File: src/dma_req_cfg.svh
// Purpose: Constants for the two-channel DMA request, end and hint block.
// Assumes: Byte addresses on an AXI4-Lite slave with 32-bit data.
// Notes: Field layouts of the control word live in the package.
`ifndef DMA_REQ_CFG_SVH
`define DMA_REQ_CFG_SVH
`define OFS_SRC 2'h0
`define OFS_DST 2'h1
`define OFS_CNT 2'h2
`define OFS_CTL 2'h3
`define OFS_OPR 8'h20
`define CH_SPAN 8'h20
`define CH_BIT 4
`define OPR_DME 0
`define OPR_NMI_STOP_FLAG 1
`define OPR_AE 2
`define REQ_DELAY 3'h4
`define MODE_INC 2'h1
`define MODE_DEC 2'h2
`define TS_BYTE 2'h0
`define TS_WORD 2'h1
`define TS_16B 2'h3
`define STEP_1 32'h1
`define STEP_2 32'h2
`define STEP_4 32'h4
`define RESP_OK 2'h0
`define RESP_ERR 2'h2
`endif

File: src/dma_req_pkg.sv
// Purpose: Types shared by the DMA request, end and hint block.
// Assumes: One bus clock for all logic.
// Notes: The control word layout is a packed struct.
`default_nettype none
package dma_req_pkg;
  typedef struct packed {
    logic [15:0] upper;
    logic [1:0] dest_addr_mode;
    logic [1:0] src_addr_mode;
    logic [1:0] unit_size;
    logic ar, am, al, ds, dl, tb, ta;
    logic end_irq_enable, end_flag, channel_enable;
  } ctl_t;
  typedef enum logic {BUS_IDLE, BUS_RUN} bus_phase_t;
  typedef struct packed {
    logic [7:0] aw_addr;
    logic aw_valid;
    logic [31:0] w_data;
    logic [3:0] w_strb;
    logic w_valid, b_ready;
    logic [7:0] ar_addr;
    logic ar_valid, r_ready;
  } axi_req_t;
  typedef struct packed {
    logic aw_ready, w_ready;
    logic [1:0] b_resp;
    logic b_valid, ar_ready;
    logic [31:0] r_data;
    logic [1:0] r_resp;
    logic r_valid;
  } axi_rsp_t;
  typedef struct packed {
    logic req, chan;
    logic [31:0] src, dst;
    logic [1:0] unit;
    logic [1:0] sub;
  } dma_cyc_t;
endpackage
`default_nettype wire

File: src/dma_request_end_burst_hint.sv
// Purpose: Two-channel DMA request sampling, end control and burst hint.
// Assumes: Bus controller runs one transfer per request and pulses done.
// Notes: Registers reached over AXI4-Lite; channel 0 has priority.
//
// The placing of the registers and the AXI4-Lite interface to the registers were left to the implementer.
`include "dma_req_cfg.svh"
`default_nettype none
module dma_request_end_burst_hint (
  input wire logic clock,
  input wire logic arst_n,
  input wire dma_req_pkg::axi_req_t axi_req,
  output dma_req_pkg::axi_rsp_t axi_rsp,
  input wire logic [1:0] transfer_request_in,
  output logic [1:0] transfer_ack_out,
  output logic [1:0] end_interrupt,
  output logic burst_hint_n,
  input wire logic nmi_in,
  input wire logic addr_error_in,
  input wire logic mem_is_dram,
  input wire logic dma_done,
  output dma_req_pkg::dma_cyc_t dma_cyc
);

  typedef struct packed {
    logic [31:0] src, dst, cnt;
    dma_req_pkg::ctl_t ctl;
    logic pend, armed;
    logic [2:0] delay;
    logic [1:0] sub;
  } chan_t;

  typedef struct packed {
    chan_t [1:0] ch;
    logic global_enable, nmi_stop_flag, ae;
    dma_req_pkg::bus_phase_t phase;
    logic cur;
    logic [1:0] rq_meta, rq_sync, rq_prev;
    logic aw_full, w_full;
    logic [7:0] aw_addr;
    logic [31:0] w_data;
    logic [3:0] w_strb;
    logic b_valid;
    logic [1:0] b_resp;
    logic r_valid;
    logic [31:0] r_data;
    logic [1:0] r_resp;
    logic hint_n;
  } state_t;

  state_t q, d;
  logic [1:0] rise;
  logic stop_all;

  // Address step for one unit; a 16-byte unit moves in 4-byte pieces.
  function automatic logic [31:0] unit_step(input logic [1:0] ts);
    unique case (ts)
      `TS_BYTE: unit_step = `STEP_1;
      `TS_WORD: unit_step = `STEP_2;
      default: unit_step = `STEP_4;
    endcase
  endfunction

  // Next pointer value for the given address mode.
  function automatic logic [31:0] next_addr(input logic [31:0] a,
                                            input logic [1:0] mode,
                                            input logic [1:0] ts);
    if (mode == `MODE_INC) begin
      next_addr = a + unit_step(ts);
    end else if (mode == `MODE_DEC) begin
      next_addr = a - unit_step(ts);
    end else begin
      next_addr = a;
    end
  endfunction

  // Byte-lane merge of a write into an old word.
  function automatic logic [31:0] merge(input logic [31:0] old,
                                        input logic [31:0] nw,
                                        input logic [3:0] strb);
    merge = old;
    for (int b = 0; b < 4; b++) begin
      if (strb[b]) begin
        merge[b*8 +: 8] = nw[b*8 +: 8];
      end
    end
  endfunction

  // Decoded address is a mapped register.
  function automatic logic mapped(input logic [7:0] a);
    mapped = (a[1:0] == 2'h0) && ((a < `CH_SPAN) || (a == `OFS_OPR));
  endfunction

  // Control word pattern that allows the burst hint.
  function automatic logic hint_ok(input dma_req_pkg::ctl_t c);
    hint_ok = (c.upper == 16'h0000) && (c.dest_addr_mode == `MODE_INC) &&
              (c.src_addr_mode == `MODE_INC) &&
              (c.unit_size == `TS_16B) && c.channel_enable;
  endfunction

  // Register read mux; unmapped words read as zero.
  function automatic logic [31:0] read_reg(input state_t s,
                                           input logic [7:0] a);
    chan_t c;
    c = s.ch[a[`CH_BIT]];
    read_reg = 32'h0;
    if (a == `OFS_OPR) begin
      read_reg[`OPR_DME] = s.global_enable;
      read_reg[`OPR_NMI_STOP_FLAG] = s.nmi_stop_flag;
      read_reg[`OPR_AE] = s.ae;
    end else if (mapped(a)) begin
      unique case (a[3:2])
        `OFS_SRC: read_reg = c.src;
        `OFS_DST: read_reg = c.dst;
        `OFS_CNT: read_reg = c.cnt;
        `OFS_CTL: read_reg = c.ctl;
      endcase
    end
  endfunction

  assign rise = q.rq_sync & ~q.rq_prev;
  assign stop_all = ~q.global_enable | q.nmi_stop_flag | q.ae;

  // Bus handshake outputs.
  assign axi_rsp.aw_ready = ~q.aw_full & ~q.b_valid;
  assign axi_rsp.w_ready = ~q.w_full & ~q.b_valid;
  assign axi_rsp.b_valid = q.b_valid;
  assign axi_rsp.b_resp = q.b_resp;
  assign axi_rsp.ar_ready = ~q.r_valid;
  assign axi_rsp.r_valid = q.r_valid;
  assign axi_rsp.r_data = q.r_data;
  assign axi_rsp.r_resp = q.r_resp;

  // Transfer cycle request towards the bus controller.
  assign dma_cyc.req = (q.phase == dma_req_pkg::BUS_RUN);
  assign dma_cyc.chan = q.cur;
  assign dma_cyc.src = q.ch[q.cur].src;
  assign dma_cyc.dst = q.ch[q.cur].dst;
  assign dma_cyc.unit = q.ch[q.cur].ctl.unit_size;
  assign dma_cyc.sub = q.ch[q.cur].sub;
  assign burst_hint_n = q.hint_n;

  // Acknowledge and end interrupt per channel.
  always_comb begin
    for (int i = 0; i < 2; i++) begin
      transfer_ack_out[i] = (q.phase == dma_req_pkg::BUS_RUN) &&
                            (q.cur == i[0]) && !q.ch[i].ctl.ar;
      end_interrupt[i] = q.ch[i].ctl.end_flag &&
                         q.ch[i].ctl.end_irq_enable;
    end
  end

  // Next-state logic for the whole block.
  always_comb begin
    chan_t c;
    dma_req_pkg::ctl_t wc;
    logic [7:0] wa;
    logic go;
    logic sel;
    c = '0;
    wc = '0;
    wa = q.aw_addr;
    go = 1'b0;
    sel = 1'b0;
    d = q;
    d.rq_meta = transfer_request_in;
    d.rq_sync = q.rq_meta;
    d.rq_prev = q.rq_sync;

    // Write address and data are taken in either order.
    if (axi_req.aw_valid && axi_rsp.aw_ready) begin
      d.aw_full = 1'b1;
      d.aw_addr = axi_req.aw_addr;
    end
    if (axi_req.w_valid && axi_rsp.w_ready) begin
      d.w_full = 1'b1;
      d.w_data = axi_req.w_data;
      d.w_strb = axi_req.w_strb;
    end
    if (q.b_valid && axi_req.b_ready) begin
      d.b_valid = 1'b0;
    end

    // Perform the write once both halves are held.
    if (q.aw_full && q.w_full) begin
      d.aw_full = 1'b0;
      d.w_full = 1'b0;
      d.b_valid = 1'b1;
      d.b_resp = mapped(wa) ? `RESP_OK : `RESP_ERR;
      if (wa == `OFS_OPR) begin
        if (q.w_strb[0]) begin
          d.global_enable = q.w_data[`OPR_DME];
          d.nmi_stop_flag = q.nmi_stop_flag & q.w_data[`OPR_NMI_STOP_FLAG];
          d.ae = q.ae & q.w_data[`OPR_AE];
        end
      end else if (mapped(wa)) begin
        c = q.ch[wa[`CH_BIT]];
        unique case (wa[3:2])
          `OFS_SRC: c.src = merge(c.src, q.w_data, q.w_strb);
          `OFS_DST: c.dst = merge(c.dst, q.w_data, q.w_strb);
          `OFS_CNT: c.cnt = merge(c.cnt, q.w_data, q.w_strb);
          `OFS_CTL: begin
            wc = merge(c.ctl, q.w_data, q.w_strb);
            wc.end_flag = c.ctl.end_flag & wc.end_flag;
            c.ctl = wc;
          end
        endcase
        d.ch[wa[`CH_BIT]] = c;
      end
    end

    // Hardware flag sets follow the software write, so a set wins.
    if (nmi_in) begin
      d.nmi_stop_flag = 1'b1;
    end
    if (addr_error_in) begin
      d.ae = 1'b1;
    end

    // Register read with a defined answer to unmapped words.
    if (axi_req.ar_valid && axi_rsp.ar_ready) begin
      d.r_valid = 1'b1;
      d.r_data = read_reg(q, axi_req.ar_addr);
      d.r_resp = mapped(axi_req.ar_addr) ? `RESP_OK : `RESP_ERR;
    end else if (q.r_valid && axi_req.r_ready) begin
      d.r_valid = 1'b0;
    end

    // Request sampling per channel.
    for (int i = 0; i < 2; i++) begin
      c = d.ch[i];
      if (!c.ctl.channel_enable) begin
        c.pend = 1'b0;
        c.armed = 1'b1;
        c.delay = 3'h0;
        c.sub = 2'h0;
      end else if (c.pend && (c.delay != 3'h0)) begin
        c.delay = c.delay - 3'h1;
      end else if (c.armed && !c.pend && !c.ctl.end_flag && !stop_all) begin
        if (c.ctl.ar) begin
          c.pend = 1'b1;
        end else if (c.ctl.ds ? rise[i] : q.rq_sync[i]) begin
          c.pend = 1'b1;
          c.armed = 1'b0;
          c.delay = `REQ_DELAY;
        end
      end
      d.ch[i] = c;
    end

    // Transfer start and completion.
    unique case (q.phase)
      dma_req_pkg::BUS_IDLE: begin
        for (int i = 1; i >= 0; i--) begin
          c = q.ch[i];
          if (c.ctl.channel_enable && c.pend && (c.delay == 3'h0) &&
              !c.ctl.end_flag && (c.cnt != 32'h0) && !stop_all) begin
            go = 1'b1;
            sel = i[0];
          end
        end
        if (go) begin
          d.phase = dma_req_pkg::BUS_RUN;
          d.cur = sel;
          if (!d.ch[sel].ctl.tb) begin
            d.ch[sel].armed = 1'b1;
          end
        end
      end
      dma_req_pkg::BUS_RUN: begin
        if (dma_done) begin
          // The cycle in flight always completes and updates pointers.
          c = d.ch[q.cur];
          c.src = next_addr(c.src, c.ctl.src_addr_mode, c.ctl.unit_size);
          c.dst = next_addr(c.dst, c.ctl.dest_addr_mode, c.ctl.unit_size);
          c.cnt = c.cnt - 32'h1;
          if (c.ctl.unit_size == `TS_16B) begin
            c.sub = c.sub + 2'h1;
          end
          if (c.cnt == 32'h0) begin
            c.ctl.end_flag = 1'b1;
            c.pend = 1'b0;
            c.armed = 1'b1;
            c.sub = 2'h0;
          end else if (!c.ctl.tb) begin
            c.pend = 1'b0;
          end else if (!c.ctl.ds && !c.ctl.ar) begin
            c.pend = 1'b0;
            c.armed = 1'b1;
          end
          if (!c.ctl.tb && !c.ctl.ar && c.ctl.ds &&
              (c.ctl.unit_size == `TS_16B) && (c.cnt != 32'h0)) begin
            c.armed = 1'b1;
          end
          d.ch[q.cur] = c;
          d.phase = dma_req_pkg::BUS_IDLE;
        end
      end
    endcase

    // Burst hint only while a 16-byte cycle runs to non-DRAM memory.
    d.hint_n = !((d.phase == dma_req_pkg::BUS_RUN) &&
                 hint_ok(d.ch[d.cur].ctl) && !mem_is_dram);
  end

  // State register.
  always_ff @(posedge clock or negedge arst_n) begin
    if (!arst_n) begin
      q <= '0;
      q.phase <= dma_req_pkg::BUS_IDLE;
      q.ch[0].armed <= 1'b1;
      q.ch[1].armed <= 1'b1;
      q.hint_n <= 1'b1;
    end else begin
      q <= d;
    end
  end

endmodule
`default_nettype wire

File: config.mk
export PLATFORM = sky130hd
export DESIGN_NAME = dma_request_end_burst_hint
export DESIGN_NICKNAME = d
export VERILOG_FILES = /design/src/dma_req_pkg.sv /design/src/dma_request_end_burst_hint.sv
export VERILOG_INCLUDE_DIRS = /design/src
export SDC_FILE = /design/constraint.sdc
export NUM_CORES = 1
export LEC_CHECK = 0
export BUFFER_PORTS_ARGS = -buffer_cell sky130_fd_sc_hd__buf_2
export CAP_MARGIN = 20
export CORE_UTILIZATION = 25
export DETAILED_ROUTE_END_ITERATION = 16
export GPL_TIMING_DRIVEN = 0
export PLACE_DENSITY_LB_ADDON = 0.2
export SLEW_MARGIN = 20
export SYNTH_ARGS = -nofsm -noshare
export SYNTH_HDL_FRONTEND = slang
export SYNTH_SLANG_ARGS = --single-unit
File: constraint.sdc
create_clock -name clock -period 11 [get_ports clock]
set_input_delay 1.1 -clock clock [delete_from_list [all_inputs] [get_ports clock]]
set_output_delay 1.1 -clock clock [all_outputs]
set_load 0.05 [all_outputs]
# Word level (Yosys, flattened, before mapping)

Index checks and enable logic that the tools add are counted.

$add $sub $neg: 8
$lt $le $gt $ge: 10
Eq/ne operators: 17
Multiplexer cells: 147
Bitwise operators: 16
Reductions and logical operators: 89

Operator list:

| cell                                                                 | count |
|---|---|
| 135-bit two-way mux                                                  | 10 |
| 270-bit two-way mux                                                  | 5 |
| 32-bit two-way mux                                                   | 39 |
| 270-bit bitwise mux                                                  | 3 |
| 270-bit one-hot mux with 2 select lines                              | 1 |
| 135-bit demux with 1-bit select                                      | 3 |
| 273-bit two-way mux                                                  | 1 |
| 8-bit two-way mux                                                    | 20 |
| 32-bit one-hot mux with 4 select lines                               | 1 |
| 32-bit nonzero test                                                  | 3 |
| 39-bit two-way mux                                                   | 2 |
| 32-bit adder                                                         | 2 |
| 32-bit subtractor                                                    | 2 |
| 1-bit logical AND                                                    | 46 |
| 32-bit logical NOT                                                   | 1 |
| 2-bit two-way mux                                                    | 16 |
| 32-bit by 1-bit subtractor with 32-bit output, second input constant | 1 |
| 5-bit two-way mux                                                    | 6 |
| 29-bit two-way mux                                                   | 1 |
| 1-bit two-way mux                                                    | 26 |
| 12-bit two-way mux                                                   | 2 |
| 2-bit nonzero test                                                   | 10 |
| 3-bit two-way mux                                                    | 6 |
| 2-bit == test, second input constant                                 | 8 |
| 23 further kinds                                                     | 72 |

Register bits: 366
Input port bits: 65
Output and inout port bits: 116
Logic and storage cells: 348

# Longest topological paths before layout

Word-level depth: 49
Depth in mapped cells: 25
Depth with buffers taken out: 18

# Least setup slack after synthesis

OpenSTA, ideal clock, no wires.

Path type: register to register
Start: register q (netlist bit dma_cyc[68])
End: register q[102] in the netlist's numbering
Library setup time: 142 ps
Data arrival time: 5577 ps
Required time: 10858 ps
Slack: 5281 ps
Stages on the path, launching flop included: 23
Buffers on the path: 8
Clock period less this slack: 5719 ps
Cell sequence: dfrtp_1 > buf_2 > clkinv_1 > clkbuf_1 > buf_2 > buf_2 > buf_2 > buf_1 > clkbuf_1 > buf_2 > a211oi_1 > a21oi_1 > inv_1 > ha_1 > and4_1 > o21ai_1 > or4b_1 > a21oi_1 > o2111ai_1 > nor4b_2 > nand4_2 > nor4_4 > nor3_1

RTL lines:

| what            | line                             | RTL |
|---|---|---|
| start, declared | dma_request_end_burst_hint.sv:50 | `state_t q, d;` |

==> flow_summary.json <==
{
  "outcome": "finished, final reports clean",
  "highest_layer": "met4",
  "dr.pass1.iters": 6,
  "fin_area_um2": 31000,
  "clockRootBuffer": "clkbuf_16",
  "fin_crit_ns": 10.01,
  "rsz0062_at_grt": "false",
  "place_area_um2": 29200,
  "cts_buffers": 49,
  "nNetsFinal": 3155,
  "num_vias": 25307,
  "grt_first_pass_wirelength_mm": 199,
  "die_y_um": 327,
  "cp.required_ns": 11.43,
  "peakVddDrop_mv": 0.112,
  "maxCapViolations": 0,
  "drv_slew": 0,
  "die_w_um": 327,
  "ant_nets": 0,
  "hp-class": "reg2reg",
  "initial_core_util": 0.253,
  "hold_buffers": 0,
  "drive_gt1_frac": 0.229,
  "post-dp-hpwl_mm": 110,
  "critical_path_class": "reg2reg",
  "ys_types": 87,
  "gr-total-overflow": 0,
  "p_per_area_nw_per_um2": 216,
  "clk_pin_slew_ns": 0.06,
  "grt_usage": 0.265,
  "dp.cells": 4397,
  "synthSimpleGateAreaFrac": 0.148,
  "cp_max_fo": 10,
  "wl_met2_mm": 64.7,
  "power.total_mw": 6.68,
  "netlist_area_um2": 26400,
  "fillers": 11138,
  "wl_per_cell_um": 32.3,
  "die_area_um2": 107000,
  "insertion_delay_ns": 0.61,
  "crit_arrival_ns": 10.44,
  "hold_viol_final": 0,
  "skew_ns": 0.0156,
  "r2r-end": "q[237]$_DFF_PN0_",
  "fin_crit_sh": 0.910,
  "maxSlewHeadroom": 0.143,
  "clockBufferDepth": 3,
  "antenna_found_initial": 10,
  "worst_pin_slew_ns": 1.28,
  "ys_warn_count": 0,
  "synth-seq-cells": 364,
  "cts_resized": 0,
  "rrSetupSlack_ns": 0.99,
  "syn-instance-count": 2831,
  "hp-start": "d[88]$_DFF_PN0_",
  "synth_edf_count": 0,
  "synth.mux.area_fraction": 0.263,
  "whs_path_depth": 0,
  "leakage_nw": 12.3,
  "synthArstFlopShare": 1.00,
  "wl_met3_mm": 11.2,
  "vias_per_cell": 5.63,
  "grt_max_degree": 91,
  "fmax_mhz": 99.9,
  "drt_iter0_markers": 2413,
  "htree_levels": 2,
  "design.portCount": 181,
  "cts_tree": "yes",
  "synthFlopType": "dfrtp_1",
  "synth_xor_area_frac": 0.0352,
  "setup_viol": 0,
  "worstHoldEndpoint": "d[86]$_DFF_PN0_",
  "port_buffers": 177,
  "fp.coreArea_um2": 104000,
  "synth-compound-area-share": 0.149,
  "crit_path_end_kind": "register",
  "wl_met1_mm": 59.3,
  "final_cells": 4493,
  "drc": 0,
  "rr_startpoint": "dma_cyc[68]$_DFF_PN0_",
  "worst_setup_path_start_kind": "register",
  "ys_seq_area_frac": 0.345,
  "syn_to_final_growth_pct": 17.4,
  "clock-sinks": 364,
  "drt-total-wl_mm": 145,
  "grt_pass1_vias": 24915,
  "synthAdderAreaFrac": 0.0116,
  "gp_congestion": 1.00,
  "cts_setup_buffers": 0,
  "synth_top_family_by_area": "multiplexers",
  "synth_area_per_cell_um2": 9.32,
  "rows": 118,
  "worstRegToRegCells": 23
}
==> placed cells by master (no fill, tap or decap), types with 31 or more instances in the layout <==
| cell type | n |
|---|---|
| buf_2 | 214 |
| a211oi_1 | 35 |
| xor2_1 | 41 |
| dfrtp_1 | 361 |
| clkbuf_1 | 104 |
| clkbuf_16 | 51 |
| nand2_1 | 202 |
| nor3_1 | 40 |
| mux2i_1 | 360 |
| nor4_1 | 32 |
| nor2_1 | 269 |
| mux2_2 | 278 |
| a21oi_1 | 182 |
| xnor2_1 | 65 |
| buf_4 | 45 |
| a22oi_1 | 35 |
| o21ai_0 | 158 |
| nand3_1 | 55 |
| a221oi_1 | 31 |
| o22ai_1 | 44 |
| inv_1 | 42 |
==> state kept, by name (all words and copies together), names as in the netlist <==
| register | count |
|---|---|
| d | 4 |
| burst_hint_n | 1 |
| q | 321 |
| dma_cyc | 2 |
| axi_rsp | 36 |
==> area by class of cell <==
cell class / count / area, um^2 / area share
multi-input cells: 2195 / 16000 / 0.517
flip-flops and latches: 364 / 9110 / 0.294
well taps: 1380 / 1730 / 0.0558
clock buffers: 63 / 1420 / 0.0459
plain buffers: 230 / 1130 / 0.0366
repair buffers: 185 / 1070 / 0.0344
clock inverters: 28 / 310 / 0.0100
inverters: 43 / 161 / 0.00521
diodes: 5 / 12.5 / 0.000404
==> cell families after synthesis <==
group / count (synthesis)
AOI/OAI and AO/OA: 631
other: 1
xor gates and xnor gates: 106
muxes: 647
DFF: 364
adders and majority gates: 22
buffers and inverters: 273
and+or+nand+nor: 787
==> worst max-delay path: stages, from the launching register on <==
cell and delay (ns):
dfrtp_1 0.59, buf_2 0.35, clkinv_1 0.23, clkbuf_2 0.57
buf_2 0.60, buf_2 0.69, buf_2 0.62, buf_2 0.57
clkbuf_1 0.90, buf_2 0.60, a211oi_1 0.14, a21oi_1 0.20
inv_1 0.07, ha_1 0.29, nand3_1 0.11, nor2_1 0.06
o21ai_1 0.54, or4b_1 0.48, a21oi_1 0.19, o2111ai_1 0.17
nor4b_2 0.50, nand4_2 0.27, nor4b_4 0.87, nor3_1 0.15
==> power by group <==
| group | switching [mW] | internal (mW) | total (mW) |
|---|---|---|---|
| Combinational | 1.83 | 0.947 | 2.78 |
| Sequential | 0.539 | 1.61 | 2.15 |
| Clock | 0.699 | 1.05 | 1.75 |
==> metrics by stage <==
step	util	worst slack [ns]	TNS (ns)	hold WS, ns
4_1_cts	0.297	1.20	0	0.353
3_3_place_gp	0.279	-0.0463	-0.103	0.337
6_report	0.298	0.991	0	0.349
5_1_grt	0.297	1.02	0	0.374
2_1_floorplan	-	5.28	0	0.331
3_5_place_dp	0.281	1.27	0	0.335
==> Yosys cell counts, drive strengths merged (8+ instances only) <==
cell    number  area [um^2]
dfrtp      361         9030
mux2i      361         3610
mux2       278         3130
nor2       271         1030
nand2      202          758
a21oi      182          911
o21ai      162          815
clkbuf     119          447
buf        111          659
xnor2       65          569
nand3       57          295
o22ai       44          275
inv         42          158
nor3        42          220
xor2        41          359
a211oi      37          278
nor4        36          270
a22oi       35          263
a221oi      31          272
nand4       25          163
o21a        25          188
and2        23          145
ha          18          225
nor3b       16          120
or2         16          100
a21o        14          105
a31oi       14         87.6
nand2b      14         87.6
o211ai      14          105
o31ai       13          111
nand3b      12         90.1
nor4b       11          130
a21boi      10         75.1
nor2b        9         56.3
or3          9         56.3
mux4         8          180
or4          8         63.8
==> worst max-delay path by stage <==
stage                                  end                   from  slack, ns
final                     q[237]$_DFF_PN0_  dma_cyc[68]$_DFF_PN0_       0.99
after CTS                  q[96]$_DFF_PN0_  dma_cyc[68]$_DFF_PN0_       1.20
after floorplan           q[102]$_DFF_PN0_  dma_cyc[68]$_DFF_PN0_       5.28
after detailed placement   q[96]$_DFF_PN0_  dma_cyc[68]$_DFF_PN0_       1.27
after global routing      q[237]$_DFF_PN0_  dma_cyc[68]$_DFF_PN0_       1.02
after global placement    q[326]$_DFF_PN0_  dma_cyc[68]$_DFF_PN0_      -0.05
==> metal layers <==
metal,global-route usage,up-vias
met3,0.0497,374
li1,-,10851
met2,0.416,1218
met4,0.157,0
met1,0.337,12864
met5,0,-
(Power assumes the default switching activity.)
